--- src/rtl/dtot_pkg.sv ---
// Purpose: constants and carrier types for the data-transfer opcode timing block
// Assumes: one 200 MHz core clock, counts are execution-unit clocks
// Notes: opcode bytes and clock charges live here only
//
// Behaviour
// - segment load from reg/mem: 2 clocks reg, 9 wide or 13 narrow memory.
// - segment store to reg/mem: 2 clocks reg, 11 wide or 15 narrow memory.
// - table lookup translate of accumulator low byte: 11 wide, 15 narrow.
// - load effective address into register: 6 clocks on both variants.
// - load pointer with data segment: memory form only, 18 wide, 26 narrow.
// - load pointer with extra segment: memory form only, 18 wide, 26 narrow.
// - flags to accumulator high byte takes 2 clocks on both variants.
// - accumulator high byte to flags takes 3 clocks on both variants.
// - narrow variant marked counts are the base cost for byte operands.
// - narrow variant marked word ops add 4 clocks per memory transfer.
// - charged counts are minimums assuming prefetched, no waits, aligned.
// - memory instructions may stretch one or two clocks for unit handshake.
package dtot_pkg;

  // ----------------------------------------------------------------
  // opcode bytes
  // ----------------------------------------------------------------
  localparam logic [7:0] DTOT_OPC_SEG_LOAD = 8'h8e;
  localparam logic [7:0] DTOT_OPC_SEG_STORE = 8'h8c;
  localparam logic [7:0] DTOT_OPC_XLATE = 8'hd7;
  localparam logic [7:0] DTOT_OPC_EADDR = 8'h8d;
  localparam logic [7:0] DTOT_OPC_PTR_DS = 8'hc5;
  localparam logic [7:0] DTOT_OPC_PTR_ES = 8'hc4;
  localparam logic [7:0] DTOT_OPC_FLAGS_HI = 8'h9f;
  localparam logic [7:0] DTOT_OPC_HI_FLAGS = 8'h9e;
  // upper seven bits of marked moves, bit 0 is the word bit
  localparam logic [6:0] DTOT_OPC_MOV_TO_RM = 7'h44;
  localparam logic [6:0] DTOT_OPC_MOV_FROM_RM = 7'h45;
  localparam logic [6:0] DTOT_OPC_MOV_MEM_ACC = 7'h50;
  localparam logic [6:0] DTOT_OPC_MOV_ACC_MEM = 7'h51;

  // ----------------------------------------------------------------
  // addressing byte fields
  // ----------------------------------------------------------------
  localparam int DTOT_MOD_HI = 7;
  localparam int DTOT_MOD_LO = 6;
  localparam logic [1:0] DTOT_MOD_REG = 2'h3;
  localparam int DTOT_WORD_BIT = 0;

  // ----------------------------------------------------------------
  // clock charges, wide / narrow bus
  // ----------------------------------------------------------------
  localparam int DTOT_CW = 6;
  localparam logic [5:0] DTOT_T_SEG_REG = 6'h02;
  localparam logic [5:0] DTOT_T_SEGLD_MEM_W = 6'h09;
  localparam logic [5:0] DTOT_T_SEGLD_MEM_N = 6'h0d;
  localparam logic [5:0] DTOT_T_SEGST_MEM_W = 6'h0b;
  localparam logic [5:0] DTOT_T_SEGST_MEM_N = 6'h0f;
  localparam logic [5:0] DTOT_T_XLATE_W = 6'h0b;
  localparam logic [5:0] DTOT_T_XLATE_N = 6'h0f;
  localparam logic [5:0] DTOT_T_EADDR = 6'h06;
  localparam logic [5:0] DTOT_T_PTR_W = 6'h12;
  localparam logic [5:0] DTOT_T_PTR_N = 6'h1a;
  localparam logic [5:0] DTOT_T_FLAGS_HI = 6'h02;
  localparam logic [5:0] DTOT_T_HI_FLAGS = 6'h03;
  localparam logic [5:0] DTOT_T_MOV_REG = 6'h02;
  localparam logic [5:0] DTOT_T_MOV_TO_MEM = 6'h0c;
  localparam logic [5:0] DTOT_T_MOV_FROM_MEM = 6'h09;
  localparam logic [5:0] DTOT_T_MOV_MEM_ACC = 6'h08;
  localparam logic [5:0] DTOT_T_MOV_ACC_MEM = 6'h09;
  localparam logic [5:0] DTOT_T_WORD_XFER = 6'h04;
  localparam logic [1:0] DTOT_HANDSHAKE_MAX = 2'h2;

  // ----------------------------------------------------------------
  // types
  // ----------------------------------------------------------------
  typedef enum logic [3:0] {
    DTOT_OP_NONE = 4'h0,
    DTOT_OP_SEG_LOAD = 4'h1,
    DTOT_OP_SEG_STORE = 4'h2,
    DTOT_OP_XLATE = 4'h3,
    DTOT_OP_EADDR = 4'h4,
    DTOT_OP_PTR_DS = 4'h5,
    DTOT_OP_PTR_ES = 4'h6,
    DTOT_OP_FLAGS_HI = 4'h7,
    DTOT_OP_HI_FLAGS = 4'h8,
    DTOT_OP_MOV = 4'h9
  } dtot_op_t;

  typedef enum logic [1:0] {
    DTOT_ST_IDLE = 2'h0,
    DTOT_ST_RUN = 2'h1,
    DTOT_ST_HAND = 2'h3
  } dtot_state_t;

  typedef struct packed {
    logic [7:0] opcode;
    logic [7:0] modrm;
  } dtot_req_t;

  typedef struct packed {
    dtot_op_t op;
    logic known;
    logic invalid;
    logic mem;
    logic [5:0] cost;
  } dtot_dec_t;

  typedef struct packed {
    logic done;
    logic invalid;
    dtot_op_t op;
    logic [5:0] cycles;
  } dtot_rsp_t;

  typedef struct packed {
    dtot_state_t st;
    logic ready;
    logic busy;
    logic mem_wait;
    dtot_rsp_t rsp;
    logic mem;
    logic [5:0] cost;
    logic [5:0] cnt;
    logic [1:0] extra;
  } dtot_core_t;

endpackage

--- src/rtl/dtot_op_decode.sv ---
// Purpose: combinational opcode recognition and minimum clock charge
// Assumes: opcode and addressing byte already fetched
// Notes: unknown opcodes report known low, cost zero
`timescale 1ns/1ps
module dtot_op_decode (
  input dtot_pkg::dtot_req_t req,
  input wire logic narrow,
  output dtot_pkg::dtot_dec_t dec
);
  import dtot_pkg::*;

  logic reg_form;
  logic word_op;
  logic [5:0] word_add;

  assign reg_form = (req.modrm[DTOT_MOD_HI:DTOT_MOD_LO] == DTOT_MOD_REG);
  assign word_op = req.opcode[DTOT_WORD_BIT];
  // marked moves on the narrow bus pay extra per word transfer
  assign word_add = (narrow && word_op) ? DTOT_T_WORD_XFER : 6'h00;

  // charges are minimums; handshake stretch added by the core
  always_comb begin
    dec = '0;
    dec.op = DTOT_OP_NONE;
    unique case (req.opcode)
      DTOT_OPC_SEG_LOAD: begin
        dec.op = DTOT_OP_SEG_LOAD;
        dec.known = 1'b1;
        dec.mem = !reg_form;
        dec.cost = reg_form ? DTOT_T_SEG_REG : (narrow ? DTOT_T_SEGLD_MEM_N : DTOT_T_SEGLD_MEM_W);
      end
      DTOT_OPC_SEG_STORE: begin
        dec.op = DTOT_OP_SEG_STORE;
        dec.known = 1'b1;
        dec.mem = !reg_form;
        dec.cost = reg_form ? DTOT_T_SEG_REG : (narrow ? DTOT_T_SEGST_MEM_N : DTOT_T_SEGST_MEM_W);
      end
      DTOT_OPC_XLATE: begin
        dec.op = DTOT_OP_XLATE;
        dec.known = 1'b1;
        dec.mem = 1'b1;
        dec.cost = narrow ? DTOT_T_XLATE_N : DTOT_T_XLATE_W;
      end
      DTOT_OPC_EADDR: begin
        dec.op = DTOT_OP_EADDR;
        dec.known = 1'b1;
        dec.cost = DTOT_T_EADDR;
      end
      DTOT_OPC_PTR_DS, DTOT_OPC_PTR_ES: begin
        dec.op = (req.opcode == DTOT_OPC_PTR_DS) ? DTOT_OP_PTR_DS : DTOT_OP_PTR_ES;
        dec.known = 1'b1;
        dec.invalid = reg_form;
        dec.mem = !reg_form;
        dec.cost = reg_form ? 6'h00 : (narrow ? DTOT_T_PTR_N : DTOT_T_PTR_W);
      end
      DTOT_OPC_FLAGS_HI: begin
        dec.op = DTOT_OP_FLAGS_HI;
        dec.known = 1'b1;
        dec.cost = DTOT_T_FLAGS_HI;
      end
      DTOT_OPC_HI_FLAGS: begin
        dec.op = DTOT_OP_HI_FLAGS;
        dec.known = 1'b1;
        dec.cost = DTOT_T_HI_FLAGS;
      end
      default: begin
        // marked moves: byte count is the base, word adds per transfer on the narrow bus
        dec.op = DTOT_OP_MOV;
        dec.known = 1'b1;
        dec.mem = 1'b1;
        unique case (req.opcode[7:1])
          DTOT_OPC_MOV_TO_RM: begin
            dec.mem = !reg_form;
            dec.cost = reg_form ? DTOT_T_MOV_REG : 6'(DTOT_T_MOV_TO_MEM + word_add);
          end
          DTOT_OPC_MOV_FROM_RM: begin
            dec.mem = !reg_form;
            dec.cost = reg_form ? DTOT_T_MOV_REG : 6'(DTOT_T_MOV_FROM_MEM + word_add);
          end
          DTOT_OPC_MOV_MEM_ACC: begin
            dec.cost = 6'(DTOT_T_MOV_MEM_ACC + word_add);
          end
          DTOT_OPC_MOV_ACC_MEM: begin
            dec.cost = 6'(DTOT_T_MOV_ACC_MEM + word_add);
          end
          default: begin
            dec = '0;
            dec.op = DTOT_OP_NONE;
          end
        endcase
      end
    endcase
  end
endmodule

--- src/rtl/dtot_pin_sync.sv ---
// Purpose: three-stage synchroniser with agreement filter for a strap pin
// Assumes: input is asynchronous to clk_sys
// Notes: output moves only when stages two and three agree
`timescale 1ns/1ps
module dtot_pin_sync (
  input wire logic clk_sys,
  input wire logic rst_n,
  input wire logic clk_en,
  input wire logic pin_in,
  output logic level_out
);
  import dtot_pkg::*;

  typedef struct packed {
    logic s1;
    logic s2;
    logic s3;
    logic lvl;
  } dtot_sync_t;

  dtot_sync_t st_q;
  dtot_sync_t st_d;

  // first stage feeds only the second
  always_comb begin
    st_d = st_q;
    if (clk_en) begin
      st_d.s1 = pin_in;
      st_d.s2 = st_q.s1;
      st_d.s3 = st_q.s2;
      if (st_q.s2 == st_q.s3) begin
        st_d.lvl = st_q.s3;
      end
    end
  end

  always_ff @(posedge clk_sys or negedge rst_n) begin
    if (!rst_n) begin
      st_q <= '0;
    end else begin
      st_q <= st_d;
    end
  end

  assign level_out = st_q.lvl;
endmodule

--- src/rtl/dtot_timing_core.sv ---
// Purpose: accept data-transfer opcodes, decode them and time their execution
// Assumes: requests come from logic on clk_sys; bus width strap is a pin
// Notes: response pulses once per accepted opcode, busy covers the charge
`timescale 1ns/1ps
module dtot_timing_core (
  input wire logic clk_sys,
  input wire logic rstn,
  input wire logic clk_en,
  input wire logic narrow_bus_pin,
  input wire logic req_valid,
  input dtot_pkg::dtot_req_t req,
  input wire logic biu_ack,
  output logic req_ready,
  output logic busy,
  output logic mem_wait,
  output logic narrow_bus,
  output dtot_pkg::dtot_rsp_t rsp
);
  import dtot_pkg::*;

  // ----------------------------------------------------------------
  // reset release
  // ----------------------------------------------------------------
  logic rst_meta_q;
  logic rst_n_q;

  // async assert, two-flop release so all state leaves reset together
  always_ff @(posedge clk_sys or negedge rstn) begin
    if (!rstn) begin
      rst_meta_q <= 1'b0;
      rst_n_q <= 1'b0;
    end else begin
      rst_meta_q <= 1'b1;
      rst_n_q <= rst_meta_q;
    end
  end

  // ----------------------------------------------------------------
  // bus width strap
  // ----------------------------------------------------------------
  logic narrow_lvl;

  // strap may be tied off-chip, so filter it like any pin
  dtot_pin_sync u_width_sync (
    .clk_sys(clk_sys),
    .rst_n(rst_n_q),
    .clk_en(clk_en),
    .pin_in(narrow_bus_pin),
    .level_out(narrow_lvl)
  );

  // ----------------------------------------------------------------
  // opcode decode
  // ----------------------------------------------------------------
  dtot_dec_t dec;

  dtot_op_decode u_decode (
    .req(req),
    .narrow(narrow_lvl),
    .dec(dec)
  );

  // ----------------------------------------------------------------
  // execution timer
  // ----------------------------------------------------------------
  dtot_core_t st_q;
  dtot_core_t st_d;
  logic take;
  logic last_min;
  logic [1:0] extra_inc;
  logic hand_end;

  // request taken only while idle and ready
  assign take = req_valid && st_q.ready && (st_q.st == DTOT_ST_IDLE);
  // final cycle of the minimum charge
  assign last_min = (st_q.st == DTOT_ST_RUN) && (st_q.cnt == 6'h01);
  assign extra_inc = 2'(st_q.extra + 2'h1);
  // handshake stretch is bounded so a stuck ack cannot hang the core
  assign hand_end = biu_ack || (extra_inc == DTOT_HANDSHAKE_MAX);

  // next-state of the whole core
  always_comb begin
    st_d = st_q;
    if (clk_en) begin
      // done is a pulse of one enabled cycle
      st_d.rsp.done = 1'b0;
      unique case (st_q.st)
        DTOT_ST_IDLE: begin
          if (take) begin
            st_d.rsp.op = dec.op;
            st_d.rsp.invalid = !dec.known || dec.invalid;
            if (!dec.known || dec.invalid) begin
              // refused opcodes finish at once with no charge
              st_d.rsp.done = 1'b1;
              st_d.rsp.cycles = 6'h00;
            end else begin
              st_d.st = DTOT_ST_RUN;
              st_d.ready = 1'b0;
              st_d.busy = 1'b1;
              st_d.mem = dec.mem;
              st_d.cost = dec.cost;
              st_d.cnt = dec.cost;
              st_d.extra = 2'h0;
            end
          end
        end
        DTOT_ST_RUN: begin
          st_d.cnt = 6'(st_q.cnt - 6'h01);
          if (last_min) begin
            if (st_q.mem && !biu_ack) begin
              // memory op whose transfer is not yet confirmed
              st_d.st = DTOT_ST_HAND;
              st_d.mem_wait = 1'b1;
            end else begin
              st_d.st = DTOT_ST_IDLE;
              st_d.ready = 1'b1;
              st_d.busy = 1'b0;
              st_d.rsp.done = 1'b1;
              st_d.rsp.cycles = st_q.cost;
            end
          end
        end
        DTOT_ST_HAND: begin
          st_d.extra = extra_inc;
          if (hand_end) begin
            st_d.st = DTOT_ST_IDLE;
            st_d.ready = 1'b1;
            st_d.busy = 1'b0;
            st_d.mem_wait = 1'b0;
            st_d.rsp.done = 1'b1;
            st_d.rsp.cycles = 6'(st_q.cost + {4'h0, extra_inc});
          end
        end
        default: begin
          // illegal code: drop back to a clean idle
          st_d = '0;
          st_d.st = DTOT_ST_IDLE;
          st_d.ready = 1'b1;
        end
      endcase
    end
  end

  // state register; reset loads ready high, so ready is already up during reset
  always_ff @(posedge clk_sys or negedge rst_n_q) begin
    if (!rst_n_q) begin
      st_q <= '{st: DTOT_ST_IDLE, ready: 1'b1, rsp: '{op: DTOT_OP_NONE, default: '0}, default: '0};
    end else begin
      st_q <= st_d;
    end
  end

  // ----------------------------------------------------------------
  // outputs, all straight from state flops
  // ----------------------------------------------------------------
  assign req_ready = st_q.ready;
  assign busy = st_q.busy;
  assign mem_wait = st_q.mem_wait;
  assign rsp = st_q.rsp;

  // strap level as the core sees it, for the bus unit's own use
  assign narrow_bus = narrow_lvl;
endmodule

--- config.mk ---
export PLATFORM = sky130hd
export DESIGN_NAME = dtot_timing_core
export DESIGN_NICKNAME = d
export VERILOG_FILES = /design/src/rtl/dtot_pkg.sv /design/src/rtl/dtot_op_decode.sv /design/src/rtl/dtot_pin_sync.sv /design/src/rtl/dtot_timing_core.sv
export SDC_FILE = /design/constraint.sdc
export NUM_CORES = 1
export LEC_CHECK = 0
export BUFFER_PORTS_ARGS = -buffer_cell sky130_fd_sc_hd__clkbuf_2
export CAP_MARGIN = 20
export CORE_UTILIZATION = 45
export DETAILED_ROUTE_END_ITERATION = 8
export GPL_TIMING_DRIVEN = 1
export PLACE_DENSITY_LB_ADDON = 0.05
export SYNTH_ARGS = -nofsm -noshare
export SYNTH_HDL_FRONTEND = slang
export SYNTH_SLANG_ARGS = --single-unit
--- constraint.sdc ---
create_clock -name clk_sys -period 1.7 [get_ports clk_sys]
set_clock_uncertainty 0.15 [all_clocks]
set_input_delay 0.17 -clock clk_sys [delete_from_list [all_inputs] [get_ports clk_sys]]
set_output_delay 0.17 -clock clk_sys [all_outputs]
set_load 0.05 [all_outputs]
==> results of run 1 <==
-- path summary, 6_finish.rpt --
| check | start | to | slack [ps] | depth (start not counted) |
|---|---|---|---|---|
| max | st_q[0] | rsp[3] | -370 | 9 |
| min | rstn | rst_meta_q | 40 | 2 |
| max reg2reg | st_q[0] | rsp[3] | -370 | 9 |
| min reg2reg | rst_n_q | u_width_sync.st_q[3] | 140 | 1 |
| max in group asynchronous | rst_n_q | req_ready | 920 | 1 |
| min in group clk_sys | biu_ack | rsp[11] | 110 | 3 |
-- where the power goes --
group          internal (mW)  leakage, nW  switching [mW]
Clock                  0.329       0.0512           0.344
Combinational           1.38         1.23            1.43
Sequential              1.07        0.489           0.133
Total                   2.78         1.77            1.91
-- kinds of logic (layout without fill, tap and decap cells) --
family | Yosys count | in the layout
and+or+nand+nor | 94 | 94
AOI/OAI and AO/OA | 70 | 70
buffers and inverters | 43 | 144
DFF | 37 | 37
muxes | 19 | 19
adders and majority gates | 10 | 10
xor gates and xnor gates | 5 | 5
other | 1 | 1
-- repair_timing --
action / 4_1_cts / 5_1_grt
setup buffers: 11 / 3
hold buffers: 2 / 0
gates resized for setup: 48 / 18
endpoints found under the hold margin: 3 / 0
endpoints found under the setup margin: 31 / 31
pin swaps: 16 / 8
-- Yosys cell counts (all sizes together) (3+ instances only) --
cell    instances
dfrtp          36
nand2          27
nor2           19
buf            17
inv            16
mux2           16
a21oi          14
o21ai          13
clkbuf         10
ha              9
nand3           8
a22oi           6
nand2b          6
a21o            4
o31ai           4
or3             4
a211o           3
a221oi          3
and2            3
and4b           3
mux2i           3
nand3b          3
nand4           3
nor3            3
o211ai          3
o32a            3
xnor2           3
-- stage by stage --
step,area (sq um),worst slack (ps)
after global routing,3800,-478
after detailed placement,3290,-505
after floorplan,2670,-434
final,3800,-367
after global placement,3290,-460
after CTS,3700,-362
-- flip-flops by register name, indices dropped and copies added, names as in the netlist --
| signal | flops |
|---|---|
| rst_n_q | 1 |
| busy | 1 |
| u_width_sync.st_q | 3 |
| st_q | 16 |
| u_width_sync.level_out | 1 |
| rsp | 12 |
| rst_meta_q | 1 |
| mem_wait | 1 |
| req_ready | 1 |
-- metal layers --
metal	part of all wire [%]	vias to the layer above	wire, microns	GRT usage [%]
met5	0	-	0	0
met4	2.0	0	136	7.92
met3	3.4	15	236	3.65
met2	51	54	3470	43.8
met1	44	1188	3010	30.6
li1	-	1202	-	-
-- layout make-up --
cell class | instances | area, sq um | area share [%]
clock buffer | 6 | 82.6 | 2.17
clock inverter | 2 | 13.8 | 0.362
inverter | 16 | 72.6 | 1.91
multi-input combinational | 199 | 1710 | 45.1
sequential | 37 | 927 | 24.4
tap | 72 | 90.1 | 2.37
timing repair buffer | 120 | 902 | 23.7
==> summary.txt, run 1 <==
Synthesis
  – Adder-Cell Fraction of Synth Area: roughly 5.2%
  – Multiplexer share of the synthesized area: ~8%
  – Ys flop type: dfrtp_1
  – Async SR Flop Fraction: 100%
  – Synth top area share: between 30% and 40%
  – Avg Inst Size Synth: 9.16 sq um
  – Ys Warns: 0
  – Synth Area in Simple Gates: a little under 20%
  – Main combinational cell family by area after synthesis: compound AO/OA/AOI/OAI gates
  – Synth Area in XOR/XNOR: approximately 1.7%
  – Seq/Total Area, Yosys: 36.3%
  – Dominant cell type by area after synthesis: dfrtp_1
  – #FFs+latches synth: 37
  – Post-synth EDFFs: 0
  – Compound-cell area share of the yosys netlist: 20.0%
  – Gate Count Post-Synth: 279
  – Synth area leaders: dfrtp_1 (35%), mux2_2 (7.1%), ha_1 (4.4%)
  – Netlist cell types: 62
  – Mapped cell area: between 0.002 and 0.003 sq mm
  – Post-Synthesis Net Count: between 300 and 400

Final layout
  – Final core occ: 69.5%
  – Most common cell after layout, fill and taps aside: buf_4
  – Fill count: between 400 and 500
  – Finished Layout Cells: about 450
  – Layout Area Growth over Synthesis: 48.8%
  – Share of layout cells above drive strength 1: 50.8%
  – Final Net Count: between 400 and 500
  – Most frequent cells in the layout: buf_4 (72), dfrtp_1 (36), clkbuf_2 (31)
  – ANT cells: 0

Critical path
  – CP Cell Sequence: ha_4 > inv_4 > ha_1 > a21o_1 > nand2_2 > xnor2_1 > a22oi_1 > nor2_1 > mux2_2
  – Crit-path max FO: 2
  – CP required: 1730 ps
  – CP top delay family: adder cells
  – Crit end category: flop
  – Crit Path Class: flop to flop
  – CP bufs+invs: 1
  – Worst EP arrival: ~2100 ps
  – Worst Setup Start Kind: flop
  – CP max-delay cell: dfrtp_1
  – Max incr delay on CP: between 400 and 500 ps

Die
  – DIE WIDTH: slightly below 80 microns
  – Initial Util: 46.7%
  – Total Die Area: approximately 0.0060 sq mm
  – Core area: between 0.005 and 0.006 sq mm
  – Site row count: 27
  – I/O pins: 38
  – DIE HEIGHT: 77.4 microns

Global route
  – First-pass GRT wire length: 11.6 mm
  – GRT overflow: 0
  – Largest net degree at the start of global routing: 36
  – Initial antenna violation count: 0
  – Tot GR Track Use: approximately 25%
  – Vias in the first global route: 2,506

Clock network
  – H-tree Lvls: 2
  – Root buf cell: clkbuf_8
  – CTS Buf Count: 5
  – CTS tree: built
  – Longest Clk Path Bufs: 2
  – Clk sinks: 37
  – Clock Latency Late Sink: 300 ps
  – Reg clk slew, reported paths: 80 ps

Route
  – Vias: ~2,500
  – Via density: roughly 5.4
  – # DRC: 0
  – Starting DRC count in detailed routing: around 100
  – Routed len/inst: approximately 15 microns
  – Pre-antenna DRT Iters: 4
  – ANT nets after route: 0
  – Total Wirelength: 6.84 mm

STA
  – Fin. max-slew vios: 0
  – Fin crit share: 122%
  – Post-layout minimum cycle time: 2070 ps
  – Setup_tns: -6780 ps
  – Setup ws final: -367 ps
  – Peak Freq: ~480 MHz
  – Setup-failing EPs final: 31
  – Final hold viol count: 0
  – RSZ-0062 raised after global routing: yes
  – Hold slack: a little under 40 ps

Pwr
  – Leakage: about 1.8 nW
  – Pwr dens: approximately 1200 mW/mm^2
  – Pwr Total: around 4.7 mW
  – Worst VDD drop: 0.598 mV

Min path
  – Hold WC Path Type: primary input to async pin

Run
  – Number of max-cap violations: 0

Place
  – Port-buffer cells: 31
  – Cell Count Post-Placement: around 430
  – GPL Wtd Cong: approximately 0.92
  – Hpwl dp: approximately 5.0 mm

Run status
  – Failing checks: setup timing
  – Status: finished with violations
No activity file was read; power rests on OpenSTA's default activity.
==> run 2, diff against run 1 <==
Settings changed: CORE_UTILIZATION 45 to 50, HOLD_SLACK_MARGIN set to 0.03.
==> summary.txt, run 2 (synthesized netlist as in run 1, its figures left out) <==
Run status
  – Status: finished with violations (unchanged)
  – Failing checks: setup timing (unchanged)

Final layout
  – Share of layout cells above drive strength 1: 53.7% (was 50.8%)
  – Largest Register: st_q (unchanged)
  – ANT cells: 0 (unchanged)
  – Layout Area Growth over Synthesis: 53.8% (was 48.8%)
  – Most frequent cells in the layout: buf_4 (64), dfrtp_1 (35), clkbuf_2 (31) (was buf_4 (72), dfrtp_1 (36), clkbuf_2 (31))
  – Most common cell after layout, fill and taps aside: buf_4 (unchanged)
  – Final instance area: 0.00393 sq mm (was 0.00380 sq mm)
  – Final Net Count: 409 (was 411)
  – Number of flip-flops in the largest register: 16 (unchanged)

STA
  – Worst-margin pin slew: 570 ps
  – RSZ-0062 raised after global routing: yes (unchanged)
  – Post-layout minimum cycle time: 2180 ps (was 2070 ps)
  – Fin. max-slew vios: 0 (unchanged)
  – Peak Freq: 458 MHz (was 484 MHz)
  – Setup ws final: -483 ps (was -367 ps)
  – Slew HR: roughly 62%
  – Hold slack: 49.3 ps (was 39.6 ps)
  – Fin crit share: 128% (was 122%)
  – Final hold viol count: 0 (unchanged)
  – Setup-failing EPs final: 31 (unchanged)
  – Setup_tns: -8160 ps (was -6780 ps)

Route
  – Routed len/inst: 19.7 microns (was 15.1 microns)
  – ANT nets after route: 0 (unchanged)
  – Starting DRC count in detailed routing: 163 (was 99)
  – # DRC: 0 (unchanged)
  – Vias: 2,613 (was 2,459)
  – Total Wirelength: 8.75 mm (was 6.84 mm)
  – Via density: 5.87 (was 5.44)
  – Pre-antenna DRT Iters: 4 (unchanged)

Critical path
  – CP required: 1730 ps (about the same)
  – Crit end category: flop (unchanged)
  – Crit Path Class: flop to flop (unchanged)
  – Worst EP arrival: 2210 ps (was 2100 ps)
  – Reg2reg path depth: 10 (was 9)
  – Worst Setup Start Kind: flop (unchanged)
  – Reg-to-reg slack, setup: -480 ps (was -370 ps)
  – Reg2reg end: rsp[3] (unchanged)
  – Worst r2r src: st_q[1] (was st_q[0])
  – Crit-path max FO: 2 (unchanged)

Clock network
  – Reg clk slew, reported paths: 90 ps (was 80 ps)
  – Longest Clk Path Bufs: 2 (unchanged)
  – Root buf cell: clkbuf_8 (unchanged)
  – Clock Latency Late Sink: 300 ps (about the same)
  – H-tree Lvls: 2 (unchanged)
  – CTS tree: built (unchanged)
  – CTS Buf Count: 5 (unchanged)
  – Clk sinks: 37 (unchanged)

Die
  – I/O pins: 38 (unchanged)
  – Site row count: 25 (was 27)
  – Total Die Area: 0.00540 sq mm (was 0.00598 sq mm)
  – Core area: 0.00482 sq mm (was 0.00547 sq mm)
  – DIE HEIGHT: 73.5 microns (was 77.4 microns)
  – Initial Util: 53.0% (was 46.7%)
  – DIE WIDTH: 73.5 microns (was 77.4 microns)

Min path
  – Hold WC Path Type: primary input to async pin (unchanged)

Global route
  – Initial antenna violation count: 0 (unchanged)
  – Vias in the first global route: 2,486 (was 2,506)
  – GRT overflow: 0 (unchanged)
  – Largest net degree at the start of global routing: 36 (unchanged)
  – First-pass GRT wire length: 11.5 mm (was 11.6 mm)
  – Tot GR Track Use: 28.8% (was 24.7%)

Pwr
  – Pwr Total: 5.24 mW (was 4.69 mW)
  – Leakage: 1.79 nW (was 1.77 nW)
  – Worst VDD drop: 0.768 mV (was 0.598 mV)
  – Pwr dens: 1330 mW/mm^2 (was 1230 mW/mm^2)

Place
  – Hpwl dp: 5.22 mm (was 5.00 mm)
  – Port-buffer cells: 31 (unchanged)
  – GPL Wtd Cong: 0.983 (was 0.915)
  – Placed Area: 0.00326 sq mm (was 0.00329 sq mm)
  – Pre-CTS WS: -500 ps (was -505 ps)

Run
  – Number of max-cap violations: 0 (unchanged)
## run 2: worst max-delay path by stage
| stage | start | end | slack [ps] | cells past startpoint |
|---|---|---|---|---|
| global route | st_q[1] | rsp[3] | -520 | 10 |
| CTS | st_q[31] | st_q[7] | -330 | 7 |
| floorplan | req[10] | st_q[11] | -430 | 8 |
| finish | st_q[1] | rsp[3] | -480 | 10 |
| global placement | req[10] | rsp[5] | -460 | 8 |
| detailed placement | req[14] | st_q[10] | -500 | 8 |
## run 2: area by class of cell
class	count	area (sq um)
well taps	67	83.8
flip-flops and latches	37	928
repair buffers	118	908
clock buffers	6	82.6
fillers	292	888
multi-input cells	199	1840
clock inverters	2	13.8
inverters	16	75.1
## run 2: power by group
group | internal [mW] | switching, mW
Clock | 0.329 | 0.333
Combinational | 1.58 | 1.74
Sequential | 1.07 | 0.187
Total | 2.98 | 2.26
## run 2: critical path: stages, from the launching register on
cell     delay (ps)
dfrtp_1         390
inv_2            60
ha_4            270
inv_4            50
ha_4            250
a21o_1          120
nand2_2          70
xnor2_1         150
a22oi_1         190
nor2_1           90
mux2_4          260
## run 2: layer usage
layer  global-route usage [%]  routed length, microns
met5                        0                       0
met4                     16.0                     449
met3                     6.31                     567
met2                     50.1                    4360
met1                     32.6                    3370
## run 2: repair_timing
| action | in CTS | in global routing |
|---|---|---|
| setup endpoints to repair | 31 | 31 |
| buffers inserted | 8 | 10 |
| endpoints found under the hold margin | 3 | 0 |
| gates resized for setup | 53 | 53 |
| pin swaps | 14 | 28 |
| cloned | 1 | 0 |
| hold buffers | 2 | 0 |
## run 2: per-stage QoR
step / utilization [%] / std cells
2_1_floorplan: - / 279
3_3_place_gp: 67.7 / 421
3_5_place_dp: 67.7 / 421
4_1_cts: 76.7 / 440
5_1_grt: 81.6 / 445
6_report: 81.6 / 445
